File: config.mk
export PLATFORM = sky130hd
export DESIGN_NAME = serial_gain_control_port
export DESIGN_NICKNAME = d
export VERILOG_FILES = /design/src/verilog/gain_port_pkg.sv /design/src/verilog/pin_sync_if.sv /design/src/verilog/pin_sampler.sv /design/src/verilog/serial_gain_control_port.sv
export VERILOG_INCLUDE_DIRS = /design/src /design/src/verilog
export SDC_FILE = /design/constraint.sdc
export NUM_CORES = 1
export LEC_CHECK = 0
export ABC_AREA = 1
export BUFFER_PORTS_ARGS = -buffer_cell sky130_fd_sc_hd__buf_2
export CAP_MARGIN = 0
export CORE_UTILIZATION = 41
export DETAILED_ROUTE_END_ITERATION = 8
export PLACE_DENSITY_LB_ADDON = 0.15
export REMOVE_ABC_BUFFERS = 1
export SLEW_MARGIN = 10
export SYNTH_ARGS = -nofsm -noshare
export SYNTH_HDL_FRONTEND = slang
export SYNTH_SLANG_ARGS = --single-unit
File: constraint.sdc
create_clock -name ref_clk_in -period 1.3 [get_ports ref_clk_in]
set_clock_uncertainty 0.15 [all_clocks]
set_input_delay 0.195 -clock ref_clk_in [delete_from_list [all_inputs] [get_ports ref_clk_in]]
set_output_delay 0.195 -clock ref_clk_in [all_outputs]
set_load 0.01 [all_outputs]
File: src/verilog/gain_port_regs.svh
// Register offsets, fields, reset values and sizes of the gain control port
`ifndef GAIN_PORT_REGS_SVH
`define GAIN_PORT_REGS_SVH

// ---------------------------------------------------------------
// Register byte offsets
// ---------------------------------------------------------------
`define GP_CTRL_OFS     12'h000
`define GP_GAIN_OFS     12'h004
`define GP_STATUS_OFS   12'h008
`define GP_SHIFT_OFS    12'h00C

// ---------------------------------------------------------------
// Field positions
// ---------------------------------------------------------------
`define GP_CTRL_TRANSMIT_ENABLE_BIT    0
`define GP_CTRL_SLEEPN_BIT  1
`define GP_STAT_TXON_BIT    0
`define GP_STAT_AWAKE_BIT   1
`define GP_STAT_LOADING_BIT 2
`define GP_STAT_UPD_BIT     3

// ---------------------------------------------------------------
// Reset values and sizes
// ---------------------------------------------------------------
`define GP_CTRL_RESET   2'h0
`define GP_GAIN_RESET   7'h00
`define GP_WORD_BITS    8
`define GP_CORE_BITS    7
`define GP_MAX_LIN_CODE 7'h47

`endif

File: src/verilog/gain_port_pkg.sv
// Types shared by the gain control port modules
package gain_port_pkg;
  typedef logic [6:0] core_code_t;
  typedef enum logic [1:0] {
    ST_IDLE  = 2'b01,
    ST_SHIFT = 2'b10
  } load_state_t;
endpackage

File: src/verilog/pin_sync_if.sv
// Synchronised link pins passed from the pin sampler to the core
`timescale 1ns/1ps
interface pin_sync_if;
  logic clk_rise;
  logic clk_fall;
  logic data;
  logic strobe_rise;
  logic strobe_fall;
  logic strobe_n;
  modport src (output clk_rise, clk_fall, data, strobe_rise, strobe_fall, strobe_n);
  modport dst (input clk_rise, clk_fall, data, strobe_rise, strobe_fall, strobe_n);
endinterface

File: src/verilog/pin_sampler.sv
// Two-stage synchronisers and edge detection for the serial link pins
`timescale 1ns/1ps
module pin_sampler (
  // Clock and reset
  input  wire logic  ref_clk_in,
  input  wire logic  reset_n_in,
  // Raw pins
  input  wire logic  serial_clk_in,
  input  wire logic  serial_gain_in,
  input  wire logic  load_strobe_n_in,
  // Synchronised view
  pin_sync_if.src    sync
);
  logic [2:0] meta_reg;
  logic [2:0] meta_next;
  logic [2:0] stab_reg;
  logic [2:0] stab_next;
  logic [1:0] prev_reg;
  logic [1:0] prev_next;

  always_comb begin
    meta_next = {serial_clk_in, serial_gain_in, load_strobe_n_in};
    stab_next = meta_reg;
    prev_next = {stab_reg[2], stab_reg[0]};
  end

  always_ff @(posedge ref_clk_in or negedge reset_n_in) begin
    if (!reset_n_in) begin
      // Idle pin levels: serial clock low, data low, strobe high
      meta_reg <= 3'h1;
      stab_reg <= 3'h1;
      prev_reg <= 2'h1;
    end else begin
      meta_reg <= meta_next;
      stab_reg <= stab_next;
      prev_reg <= prev_next;
    end
  end

  // Data is read from the stable stage, aligned with the clock edge flags
  assign sync.data        = stab_reg[1];
  assign sync.strobe_n    = stab_reg[0];
  assign sync.clk_rise    = stab_reg[2] & ~prev_reg[1];
  assign sync.clk_fall    = ~stab_reg[2] & prev_reg[1];
  assign sync.strobe_rise = stab_reg[0] & ~prev_reg[0];
  assign sync.strobe_fall = ~stab_reg[0] & prev_reg[0];
endmodule

File: src/verilog/serial_gain_control_port.sv
// Serial gain control port with AHB-Lite register access
//
// Implementation choices: the AHB-Lite slave port and the register offsets.
`timescale 1ns/1ps
`include "gain_port_regs.svh"
module serial_gain_control_port
  import gain_port_pkg::*;
(
  // Clock and reset
  input  wire logic        ref_clk_in,
  input  wire logic        reset_n_in,
  // AHB-Lite slave
  input  wire logic        hsel_in,
  input  wire logic [31:0] haddr_in,
  input  wire logic [1:0]  htrans_in,
  input  wire logic        hwrite_in,
  input  wire logic [2:0]  hsize_in,
  input  wire logic        hready_in,
  input  wire logic [31:0] hwdata_in,
  output logic      [31:0] hrdata_out,
  output logic             hreadyout_out,
  output logic             hresp_out,
  // Serial link
  input  wire logic        serial_clk_in,
  input  wire logic        serial_gain_in,
  input  wire logic        load_strobe_n_in,
  // Attenuator core and power control
  output logic      [6:0]  gain_code_out,
  output logic             tx_power_on_out,
  output logic             awake_out,
  output logic             out_hiz_out
);
  // ---------------------------------------------------------------
  // Link pin synchronisers
  // ---------------------------------------------------------------
  pin_sync_if sync ();

  pin_sampler u_sampler (
    .ref_clk_in       (ref_clk_in),
    .reset_n_in       (reset_n_in),
    .serial_clk_in    (serial_clk_in),
    .serial_gain_in   (serial_gain_in),
    .load_strobe_n_in (load_strobe_n_in),
    .sync             (sync)
  );

  // ---------------------------------------------------------------
  // Register bus state
  // ---------------------------------------------------------------
  logic        wr_pend_reg;
  logic        wr_pend_next;
  logic [11:0] wr_addr_reg;
  logic [11:0] wr_addr_next;
  logic [1:0]  ctrl_reg;
  logic [1:0]  ctrl_next;
  logic [31:0] rdata_reg;
  logic [31:0] rdata_next;
  logic        reg_wr;
  logic        addr_phase;

  // ---------------------------------------------------------------
  // Serial shift register and gain latch
  // ---------------------------------------------------------------
  load_state_t state_reg;
  load_state_t state_next;
  core_code_t  slave_reg;
  core_code_t  slave_next;
  logic        master_reg;
  logic        master_next;
  core_code_t  gain_reg;
  core_code_t  gain_next;
  logic        upd_reg;
  logic        upd_next;

  always_comb begin
    state_next  = state_reg;
    slave_next  = slave_reg;
    master_next = master_reg;
    gain_next   = gain_reg;
    upd_next    = upd_reg;
    case (state_reg)
      ST_IDLE: begin
        if (sync.strobe_fall) begin
          state_next = ST_SHIFT;
        end
      end
      ST_SHIFT: begin
        if (sync.strobe_rise) begin
          gain_next  = slave_reg;
          upd_next   = 1'b1;
          state_next = ST_IDLE;
        end else begin
          if (sync.clk_rise) begin
            master_next = sync.data;
          end
          if (sync.clk_fall) begin
            // Seven-bit slave: the oldest bit drops off the top
            slave_next = {slave_reg[5:0], master_reg};
          end
        end
      end
      default: state_next = ST_IDLE;
    endcase
    // Software clear of the update flag; a load in the same cycle wins
    if (reg_wr && wr_addr_reg == `GP_STATUS_OFS && hwdata_in[`GP_STAT_UPD_BIT]
        && !(state_reg == ST_SHIFT && sync.strobe_rise)) begin
      upd_next = 1'b0;
    end
  end

  always_ff @(posedge ref_clk_in or negedge reset_n_in) begin
    if (!reset_n_in) begin
      state_reg  <= ST_IDLE;
      slave_reg  <= `GP_GAIN_RESET;
      master_reg <= 1'b0;
      gain_reg   <= `GP_GAIN_RESET;
      upd_reg    <= 1'b0;
    end else begin
      state_reg  <= state_next;
      slave_reg  <= slave_next;
      master_reg <= master_next;
      gain_reg   <= gain_next;
      upd_reg    <= upd_next;
    end
  end

  // ---------------------------------------------------------------
  // AHB-Lite slave, zero wait states
  // ---------------------------------------------------------------
  // Address phase accepted when selected, ready and NONSEQ or SEQ
  assign addr_phase = hsel_in & hready_in & htrans_in[1];
  assign reg_wr     = wr_pend_reg;

  always_comb begin
    wr_pend_next = addr_phase & hwrite_in;
    wr_addr_next = addr_phase ? haddr_in[11:0] : wr_addr_reg;
    ctrl_next    = ctrl_reg;
    rdata_next   = 32'h0000_0000;
    if (reg_wr && wr_addr_reg == `GP_CTRL_OFS) begin
      ctrl_next = hwdata_in[1:0];
    end
    if (addr_phase && !hwrite_in) begin
      if (haddr_in[11:0] == `GP_CTRL_OFS) begin
        rdata_next = {30'h0, ctrl_reg};
      end else if (haddr_in[11:0] == `GP_GAIN_OFS) begin
        rdata_next = {25'h0, gain_reg};
      end else if (haddr_in[11:0] == `GP_STATUS_OFS) begin
        rdata_next = {28'h0, upd_reg, state_reg == ST_SHIFT,
                      ctrl_reg[`GP_CTRL_SLEEPN_BIT],
                      ctrl_reg[`GP_CTRL_TRANSMIT_ENABLE_BIT] & ctrl_reg[`GP_CTRL_SLEEPN_BIT]};
      end else if (haddr_in[11:0] == `GP_SHIFT_OFS) begin
        rdata_next = {25'h0, slave_reg};
      end else begin
        rdata_next = 32'h0000_0000;
      end
    end
  end

  always_ff @(posedge ref_clk_in or negedge reset_n_in) begin
    if (!reset_n_in) begin
      wr_pend_reg <= 1'b0;
      wr_addr_reg <= 12'h000;
      ctrl_reg    <= `GP_CTRL_RESET;
      rdata_reg   <= 32'h0000_0000;
    end else begin
      wr_pend_reg <= wr_pend_next;
      wr_addr_reg <= wr_addr_next;
      ctrl_reg    <= ctrl_next;
      rdata_reg   <= rdata_next;
    end
  end

  // ---------------------------------------------------------------
  // Registered outputs
  // ---------------------------------------------------------------
  logic [6:0] gain_o_reg;
  logic [6:0] gain_o_next;
  logic       tx_o_reg;
  logic       tx_o_next;
  logic       awake_o_reg;
  logic       awake_o_next;
  logic       hiz_o_reg;
  logic       hiz_o_next;

  // Power pins follow the control register; transmit needs the part awake
  always_comb begin
    gain_o_next  = gain_reg;
    tx_o_next    = ctrl_reg[`GP_CTRL_TRANSMIT_ENABLE_BIT] & ctrl_reg[`GP_CTRL_SLEEPN_BIT];
    awake_o_next = ctrl_reg[`GP_CTRL_SLEEPN_BIT];
    hiz_o_next   = ~ctrl_reg[`GP_CTRL_SLEEPN_BIT];
  end

  always_ff @(posedge ref_clk_in or negedge reset_n_in) begin
    if (!reset_n_in) begin
      gain_o_reg  <= `GP_GAIN_RESET;
      tx_o_reg    <= 1'b0;
      awake_o_reg <= 1'b0;
      hiz_o_reg   <= 1'b1;
    end else begin
      gain_o_reg  <= gain_o_next;
      tx_o_reg    <= tx_o_next;
      awake_o_reg <= awake_o_next;
      hiz_o_reg   <= hiz_o_next;
    end
  end

  assign gain_code_out   = gain_o_reg;
  assign tx_power_on_out = tx_o_reg;
  assign awake_out       = awake_o_reg;
  assign out_hiz_out     = hiz_o_reg;
  assign hrdata_out      = rdata_reg;
  assign hreadyout_out   = 1'b1;
  assign hresp_out       = 1'b0;
endmodule

Word level (Yosys, flattened, before mapping)
Cells that the tools add are included.
{"block": "totals", "ff_bits": 83, "out_inout_bits": 44, "in_bits": 77, "wordCells": 66}
{"block": "op_classes", "n_bitwise": 14, "n_mux": 11, "reduce_logical": 17, "eq_ne": 8}
{"op": "$eq A12 B4 Y1 const B", "n": 3}
{"op": "$mux W7", "n": 5}
{"op": "$logic_not A12 Y1", "n": 2}
{"op": "$eq A12 B3 Y1 const B", "n": 1}
{"op": "$and A1 B1 Y1", "n": 8}
{"op": "$logic_and A1 B1 Y1", "n": 6}
{"op": "$not A1 Y1", "n": 6}
{"op": "$reduce_and A2 Y1", "n": 3}
{"op": "$reduce_and A3 Y1", "n": 2}
{"op": "$mux W2", "n": 2}
{"op": "$ne A2 B2 Y1 const B", "n": 2}
{"op": "$pmux W2 S2", "n": 1}
{"op": "$reduce_bool A2 Y1", "n": 2}
{"op": "$mux W1", "n": 3}
{"op": "$eq A2 B1 Y1 const B", "n": 1}
{"op": "$eq A2 B2 Y1 const B", "n": 1}
{"op": "$logic_not A1 Y1", "n": 2}

Logic depth before layout (Yosys ltp)
Gate-level depths: netlist of the first run.
{"block": "depth", "depth_word": 7, "ltp_mapped": 8, "depth_no_buf": 7}

Cells and area by module
Synthesis of the first run repeated with hierarchy kept, for this count alone.
{"block": "unflattened", "hier_cells": 259, "hier_area_um2": 2514.9}
{"mod": "serial_gain_control_port", "cells_each": 243, "instances": 1, "area_per_inst_um2": 2280.9}
{"mod": "pin_sampler", "cells_each": 16, "instances": 1, "area_per_inst_um2": 234.0}

Worst setup path after synthesis of the first run
OpenSTA, ideal clock, no wires.
{"block": "synth_timing", "kind": "reg-to-reg", "start": "reg u_sampler.stab_reg[0]", "end": "reg gain_reg[3], in the netlist gain_o_next[3]", "stages_incl_launch_ff": 7, "required_time_ns": 1.018, "arrival_ns": 1.117, "setup_slack_ns": -0.099, "setup_ns": 0.132, "cell_sequence": "dfstp_2 inv_1 nor2_1 nand3_1 clkbuf_1 nand2_1 o21ai_0"}
{"block": "synth_between", "elab_chain_cells": 2}
{"item": "from (decl)", "line": "pin_sampler.sv:16", "source": "logic [2:0] stab_reg;"}
{"item": "from (signal assigned)", "line": "pin_sampler.sv:35", "source": "stab_reg <= stab_next;"}
{"item": "$and A1 B1 Y1", "line": "pin_sampler.sv:45", "source": "assign sync.strobe_rise = stab_reg[0] & ~prev_reg[0];"}
{"item": "$reduce_and A2 Y1 (no source line)"}
{"item": "to (signal assigned)", "line": "serial_gain_control_port.sv:116", "source": "gain_reg <= `GP_GAIN_RESET;"}
{"item": "to (signal assigned)", "line": "serial_gain_control_port.sv:122", "source": "gain_reg <= gain_next;"}
{"item": "to (decl)", "line": "serial_gain_control_port.sv:70", "source": "core_code_t gain_reg;"}
No other way between the ends.
A chain may end at the register's enable or synchronous reset.

Worst setup path in the final report of the first run
{"block": "layout_timing", "start": "reg u_sampler.stab_reg[0]", "end": "reg gain_reg[6], in the netlist gain_o_next[6]"}
Same word-level chain as after synthesis.

==> reports/results.ini, run 1 <==
[logic_synthesis]
post-synth-top-area-cell = sky130_fd_sc_hd__dfrtp_1
seq_cells_post_synth = 58
number_of_flops_mapped_to_enable_cells_by_yosys = 0
postSynthCellCount = 257
synth.lib_cells_used.distinct = 21
syn-cell-area_mm2 = 0.00247
synth_top_cells_by_count = 53 x sky130_fd_sc_hd__dfrtp_1, 41 x sky130_fd_sc_hd__nand2_1, 33 x sky130_fd_sc_hd__nor2_1, 27 x sky130_fd_sc_hd__buf_4, 24 x sky130_fd_sc_hd__inv_1
yosysTopAreaCellShare_pct = 53.6
post_synth_main_area_contributors = sky130_fd_sc_hd__dfrtp_1 54%, sky130_fd_sc_hd__buf_4 8.2%, sky130_fd_sc_hd__nand2_1 6.2%, sky130_fd_sc_hd__dfstp_2 5.3%, sky130_fd_sc_hd__nor2_1 5.0%
asyncSetResetFlopFracSynth_pct = 100
post-synth-top-count-cell = sky130_fd_sc_hd__dfrtp_1
synth-seq-area-share_pct = 59.0
synth.yosys.warnings = 0
avg_cell_area_syn_um2 = 9.62
synth_flop_cell = sky130_fd_sc_hd__dfrtp_1

[timing]
period_share_pct = 105
finalWorstPathRequiredPeriod_ns = 1.36
hold_viol_final = 0
final.setup.worst_slack_ns = -0.0586
setup_viol = 18
finalMaxSlewViolations = 0
setup_total_negative_slack_ns = -0.669
fin_worst_hold_slack_ns = 0.0164
grt_setup_unrepaired = yes
timing.fmax_mhz = 736

[floorplan]
design.core.area_mm2 = 0.00564
die_width_um = 79.7
start_util_pct = 43.8
num_rows = 27
fp.dieArea_mm2 = 0.00634
die_y_um = 79.7
io_pins = 121

[layout]
multi_input_comb_area_um2 = 860
final_util_pct = 57.0
final_nets = 414
register_area_mm2 = 0.00146
filler_cell_count = 498
areaGrowthSynthToFinish_pct = 30.1
layout-drive-gt1-share_pct = 33.0
max_reg_flops = 12
antenna-diode-count = 0

[worst_setup_path]
endpoint_kind = flop
startpoint_type = flop
timing.critical_path.fanout_max = 4
crit_type = reg -> reg
worst_ep_arrival_time_ns = 1.43
timing.critical_path.required_ns = 1.37

[power_and_ir_drop]
power_per_cell_area_mw_per_mm2 = 1210
comb_power_share_pct = 10.2
power_frac_seq_pct = 50.9
vdd.ir_drop.worst_mv = 0.620
switching_share_pct = 24.2
internal-power_uw = 2940
pwr-share-clk_pct = 38.9
fin_total_pwr_uw = 3880
power.switching_uw = 939
leakage_uw = 0.00162

[drt]
drt_drc_violations_left = 0
post_drt_via_cell_ratio = 4.56
count_of_vias_placed_by_the_detailed_router = 1887
post_dr_wirelength_cell_um = 11.6
first_iter_violations = 92
postRouteAntennaNets = 0
postRouteWirelength_mm = 4.82
detail_route.first_pass.iterations = 4

[clocking]
numClockSinks = 58
cts_max_path_buffers = 2
insertion_delay_ns = 0.34
cts.root.buffer_cell = sky130_fd_sc_hd__clkbuf_8
htree_levels = 3
numCtsBuffers = 9
tritoncts_clock_tree = built
cts.reportedPaths.clkPinSlew_ns = 0.07

[run_status]
outcome = finished, violations left
violations = negative setup slack

[global_route]
groute.usage.overall_pct = 17.0
grt_pass1_wl_mm = 7.98
grt_max_degree = 59
first_global_vias = 1765
grt-ovfl-total = 0
antenna_found_initial = 0

[min_path]
worstHoldPathType = in -> reg

[place]
dp_hpwl_mm = 3.16
routabilityCongestion = 0.758
io_buffer_count = 40

[flow_run]
maxCapViolCount = 0

-- path summary, 6_finish.rpt --
kind	slack, ns	startpoint	cells past startpoint	to
hold / removal	0.02	haddr_in[0]	3	wr_addr_reg[0]$_DFFE_PN0P_
min in group asynchronous	0.24	reset_n_in	3	wr_addr_reg[4]$_DFFE_PN0P_
setup / recovery	-0.06	u_sampler.stab_reg[0]$_DFF_PN1_	4	gain_o_next[6]$_DFFE_PN0P_
max in group asynchronous	0.43	reset_n_in	3	state_reg[0]$_DFFE_PN1P_
setup reg to reg	-0.06	u_sampler.stab_reg[0]$_DFF_PN1_	4	gain_o_next[6]$_DFFE_PN0P_
hold reg to reg	0.20	u_sampler.meta_reg[2]$_DFF_PN0_	0	u_sampler.stab_reg[2]$_DFF_PN0_
-- power groups by stage --
stage | logic, uW | registers [uW] | clock network, uW
floorplan | 171 | 1980 | 0
global placement | 328 | 1990 | 0
detailed placement | 332 | 2000 | 0
CTS | 382 | 1970 | 1560
global route | 444 | 1980 | 1620
finish | 394 | 1970 | 1510
-- repair_timing --
item                                   in CTS  in global routing
buffers inserted                            3                  1
endpoints found under the hold margin      68                  0
hold buffers                               11                  0
cloned                                      1                  0
pin swaps                                   2                  7
resized for setup                          24                 12
setup endpoints to repair                  20                 24
-- logic make-up (layout without fill, tap and decap cells) --
group           count (synthesis)  after routing  share of synthesized area, %
flops                          58             58                          59.0
other cells                     2             27                         0.304
compound gates                 29             29                          5.92
buf+inv                        56            116                          13.3
mux                             6              6                          2.73
simple gates                  106            106                          18.8
-- worst max-delay path, stage by stage (launching register included) --
cell	delay, ns
sky130_fd_sc_hd__dfstp_2	0.53
sky130_fd_sc_hd__inv_2	0.05
sky130_fd_sc_hd__nor2_4	0.12
sky130_fd_sc_hd__nand3_4	0.11
sky130_fd_sc_hd__mux2_2	0.29
-- cells in the final DEF, fill, tap and decap left out, types with 2 or more instances in the layout --
cell	instances
sky130_fd_sc_hd__o21ai_2	2
sky130_fd_sc_hd__o21ai_1	5
sky130_fd_sc_hd__dfstp_2	5
sky130_fd_sc_hd__o21ai_0	14
sky130_fd_sc_hd__clkbuf_1	2
sky130_fd_sc_hd__buf_4	19
sky130_fd_sc_hd__nor2_1	29
sky130_fd_sc_hd__inv_1	22
sky130_fd_sc_hd__a21oi_1	6
sky130_fd_sc_hd__clkbuf_8	12
sky130_fd_sc_hd__nor2_4	3
sky130_fd_sc_hd__buf_2	39
sky130_fd_sc_hd__nand3b_1	2
sky130_fd_sc_hd__clkinv_2	2
sky130_fd_sc_hd__nand3_1	19
sky130_fd_sc_hd__mux2_2	6
sky130_fd_sc_hd__dlygate4sd3_1	11
sky130_fd_sc_hd__nor2_2	5
sky130_fd_sc_hd__inv_2	2
sky130_fd_sc_hd__nand4_1	2
sky130_fd_sc_hd__dfrtp_1	53
sky130_fd_sc_hd__conb_1	27
sky130_fd_sc_hd__buf_6	6
sky130_fd_sc_hd__nand2_1	35
sky130_fd_sc_hd__nand3_2	2
sky130_fd_sc_hd__nor3_1	2
sky130_fd_sc_hd__nand2_2	5
-- through the flow --
step	std cells	area [um^2]	setup WS [ns]
floorplan	250	2330	-0.228
global placement	382	2780	-0.122
detailed placement	382	2780	-0.165
CTS	413	3170	-0.0823
global route	414	3220	-0.137
finish	414	3220	-0.0586
-- cell type report --
type                    instances  area share (%)
repair buffers                 76            16.7
clock inverters                 2           0.311
flip-flops and latches         58            45.3
well taps                      72            2.80
clock buffers                  14            5.37
multi-input cells             168            26.7
inverters                      24            2.80
-- routing by layer --
metal  track usage, %  vias to the layer above  routed length, um
met4             6.55                        0                 66
met5                0                        -                  0
met1             21.5                      888               2230
met3             6.86                       11                344
li1                 -                      922                  -
met2             25.9                       66               2180
Note: power is estimated with default switching activity, not from simulation.
==> run 2: changes to the inputs <==
Settings changed: CTS_CLUSTER_DIAMETER set to 120, SKIP_LAST_GASP set to 1.
==> reports/results.ini, run 2 (synthesis gave the netlist of run 1 again) <==
[layout]
antenna-diode-count = 0
layout_commonest_cell = sky130_fd_sc_hd__dfrtp_1
layout-drive-gt1-share_pct = 33.0
areaGrowthSynthToFinish_pct = 30.1
final_nets = 414
max_reg_flops = 12
final_util_pct = 57.0
commonest_cells_after_routing_fill_and_taps_aside = 53 x sky130_fd_sc_hd__dfrtp_1, 39 x sky130_fd_sc_hd__buf_2, 35 x sky130_fd_sc_hd__nand2_1
final-instance-count-excl-fill = 414

[drt]
drt_drc_violations_left = 0
post_dr_wirelength_cell_um = 11.6
postRouteWirelength_mm = 4.82
count_of_vias_placed_by_the_detailed_router = 1887
detail_route.first_pass.iterations = 4
first_iter_violations = 92
post_drt_via_cell_ratio = 4.56
postRouteAntennaNets = 0

[timing]
hold_viol_final = 0
setup_viol = 18
grt_setup_unrepaired = yes
setup_total_negative_slack_ns = -0.669
finalMaxSlewViolations = 0
timing.fmax_mhz = 736
period_share_pct = 105
finalWorstPathRequiredPeriod_ns = 1.36
final.setup.worst_slack_ns = -0.0586

[global_route]
grt_max_degree = 59
antenna_found_initial = 0
first_global_vias = 1765
groute.usage.overall_pct = 17.0
grt_pass1_wl_mm = 7.98
grt-ovfl-total = 0

[clocking]
tritoncts_clock_tree = built
cts.reportedPaths.clkPinSlew_ns = 0.07
numCtsBuffers = 9
cts_max_path_buffers = 2
cts.root.buffer_cell = sky130_fd_sc_hd__clkbuf_8
htree_levels = 3
numClockSinks = 58
insertion_delay_ns = 0.34

[worst_setup_path]
worstSetupStartpoint = u_sampler.stab_reg[0]$_DFF_PN1_
timing.critical_path.required_ns = 1.37
timing.reg2reg.setup_slack_ns = -0.06
worst_ep_arrival_time_ns = 1.43
endpoint_kind = flop
crit_type = reg -> reg
startpoint_type = flop
timing.critical_path.fanout_max = 4
critical_path.reg2reg.startpoint = u_sampler.stab_reg[0]$_DFF_PN1_

[flow_run]
maxCapViolCount = 0

[place]
routabilityCongestion = 0.758
dp_hpwl_mm = 3.16
dpl_worst_slack_ns = -0.165
placedCellCount = 382
io_buffer_count = 40

[min_path]
hold_path.startpoint = haddr_in[0]
worstHoldPathType = in -> reg

[floorplan]
die_width_um = 79.7
num_rows = 27
io_pins = 121
design.core.area_mm2 = 0.00564
fp.dieArea_mm2 = 0.00634
start_util_pct = 43.8
die_y_um = 79.7

[power_and_ir_drop]
power_per_cell_area_mw_per_mm2 = 1210
leakage_uw = 0.00162
vdd.ir_drop.worst_mv = 0.620

[run_status]
outcome = finished, violations left
violations = negative setup slack

[run 2: cell counts in the layout (fill, tap and decap cells not counted)]
Identical to the previous run, type by type.
[run 2: area by class of cell]
cell class	instances	area, um^2
Clock inverter	2	10.0
Multi-Input combinational cell	168	860
Tap cell	72	90.1
Clock buffer	14	173
Inverter	24	90.1
Timing Repair Buffer	76	536
Fill cell	498	2430
Sequential cell	58	1460
[run 2: timing repair]
action                                 4_1_cts  5_1_grt
hold buffers                                11        0
setup endpoints to repair                   20       24
resized for setup                           23       13
buffers inserted                             3        1
pin swaps                                    2        7
gates cloned                                 1        0
endpoints found under the hold margin       68        0
[run 2: path summary, 6_finish.rpt]
kind,endpoint,depth (start not counted)
max reg2reg,gain_o_next[6]$_DFFE_PN0P_,4
max,gain_o_next[6]$_DFFE_PN0P_,4
min reg2reg,u_sampler.stab_reg[2]$_DFF_PN0_,0
max in group asynchronous,state_reg[0]$_DFFE_PN1P_,3
min,wr_addr_reg[0]$_DFFE_PN0P_,3
min in group asynchronous,wr_addr_reg[4]$_DFFE_PN0P_,3
[run 2: power by group]
part | switching (uW) | total [uW] | internal, uW
clock network | 666 | 1510 | 842
logic | 209 | 394 | 185
registers | 63.8 | 1970 | 1910
[run 2: metrics by stage]
step	cell area (um^2)	total power, uW	hold WS, ns
after global routing	3220	4050	0.0348
after CTS	3170	3910	0.0000596
after global placement	2780	2320	0.0715
after floorplan	2330	2150	-0.251
final	3220	3880	0.0164
after detailed placement	2780	2330	0.0718
[run 2: layer usage]
metal  track usage (%)  wire length, um  share of wire [%]
met1              21.5             2230                 46
met5                 0                0                  0
met4              6.55               66                1.4
met2              25.9             2180                 45
met3              6.86              344                7.1
[run 2: critical path, cell delays in order, from the launching register on]
cell and delay (ns):
sky130_fd_sc_hd__dfstp_2 0.53, sky130_fd_sc_hd__inv_2 0.05, sky130_fd_sc_hd__nor2_4 0.12, sky130_fd_sc_hd__nand3_4 0.11
sky130_fd_sc_hd__mux2_2 0.29
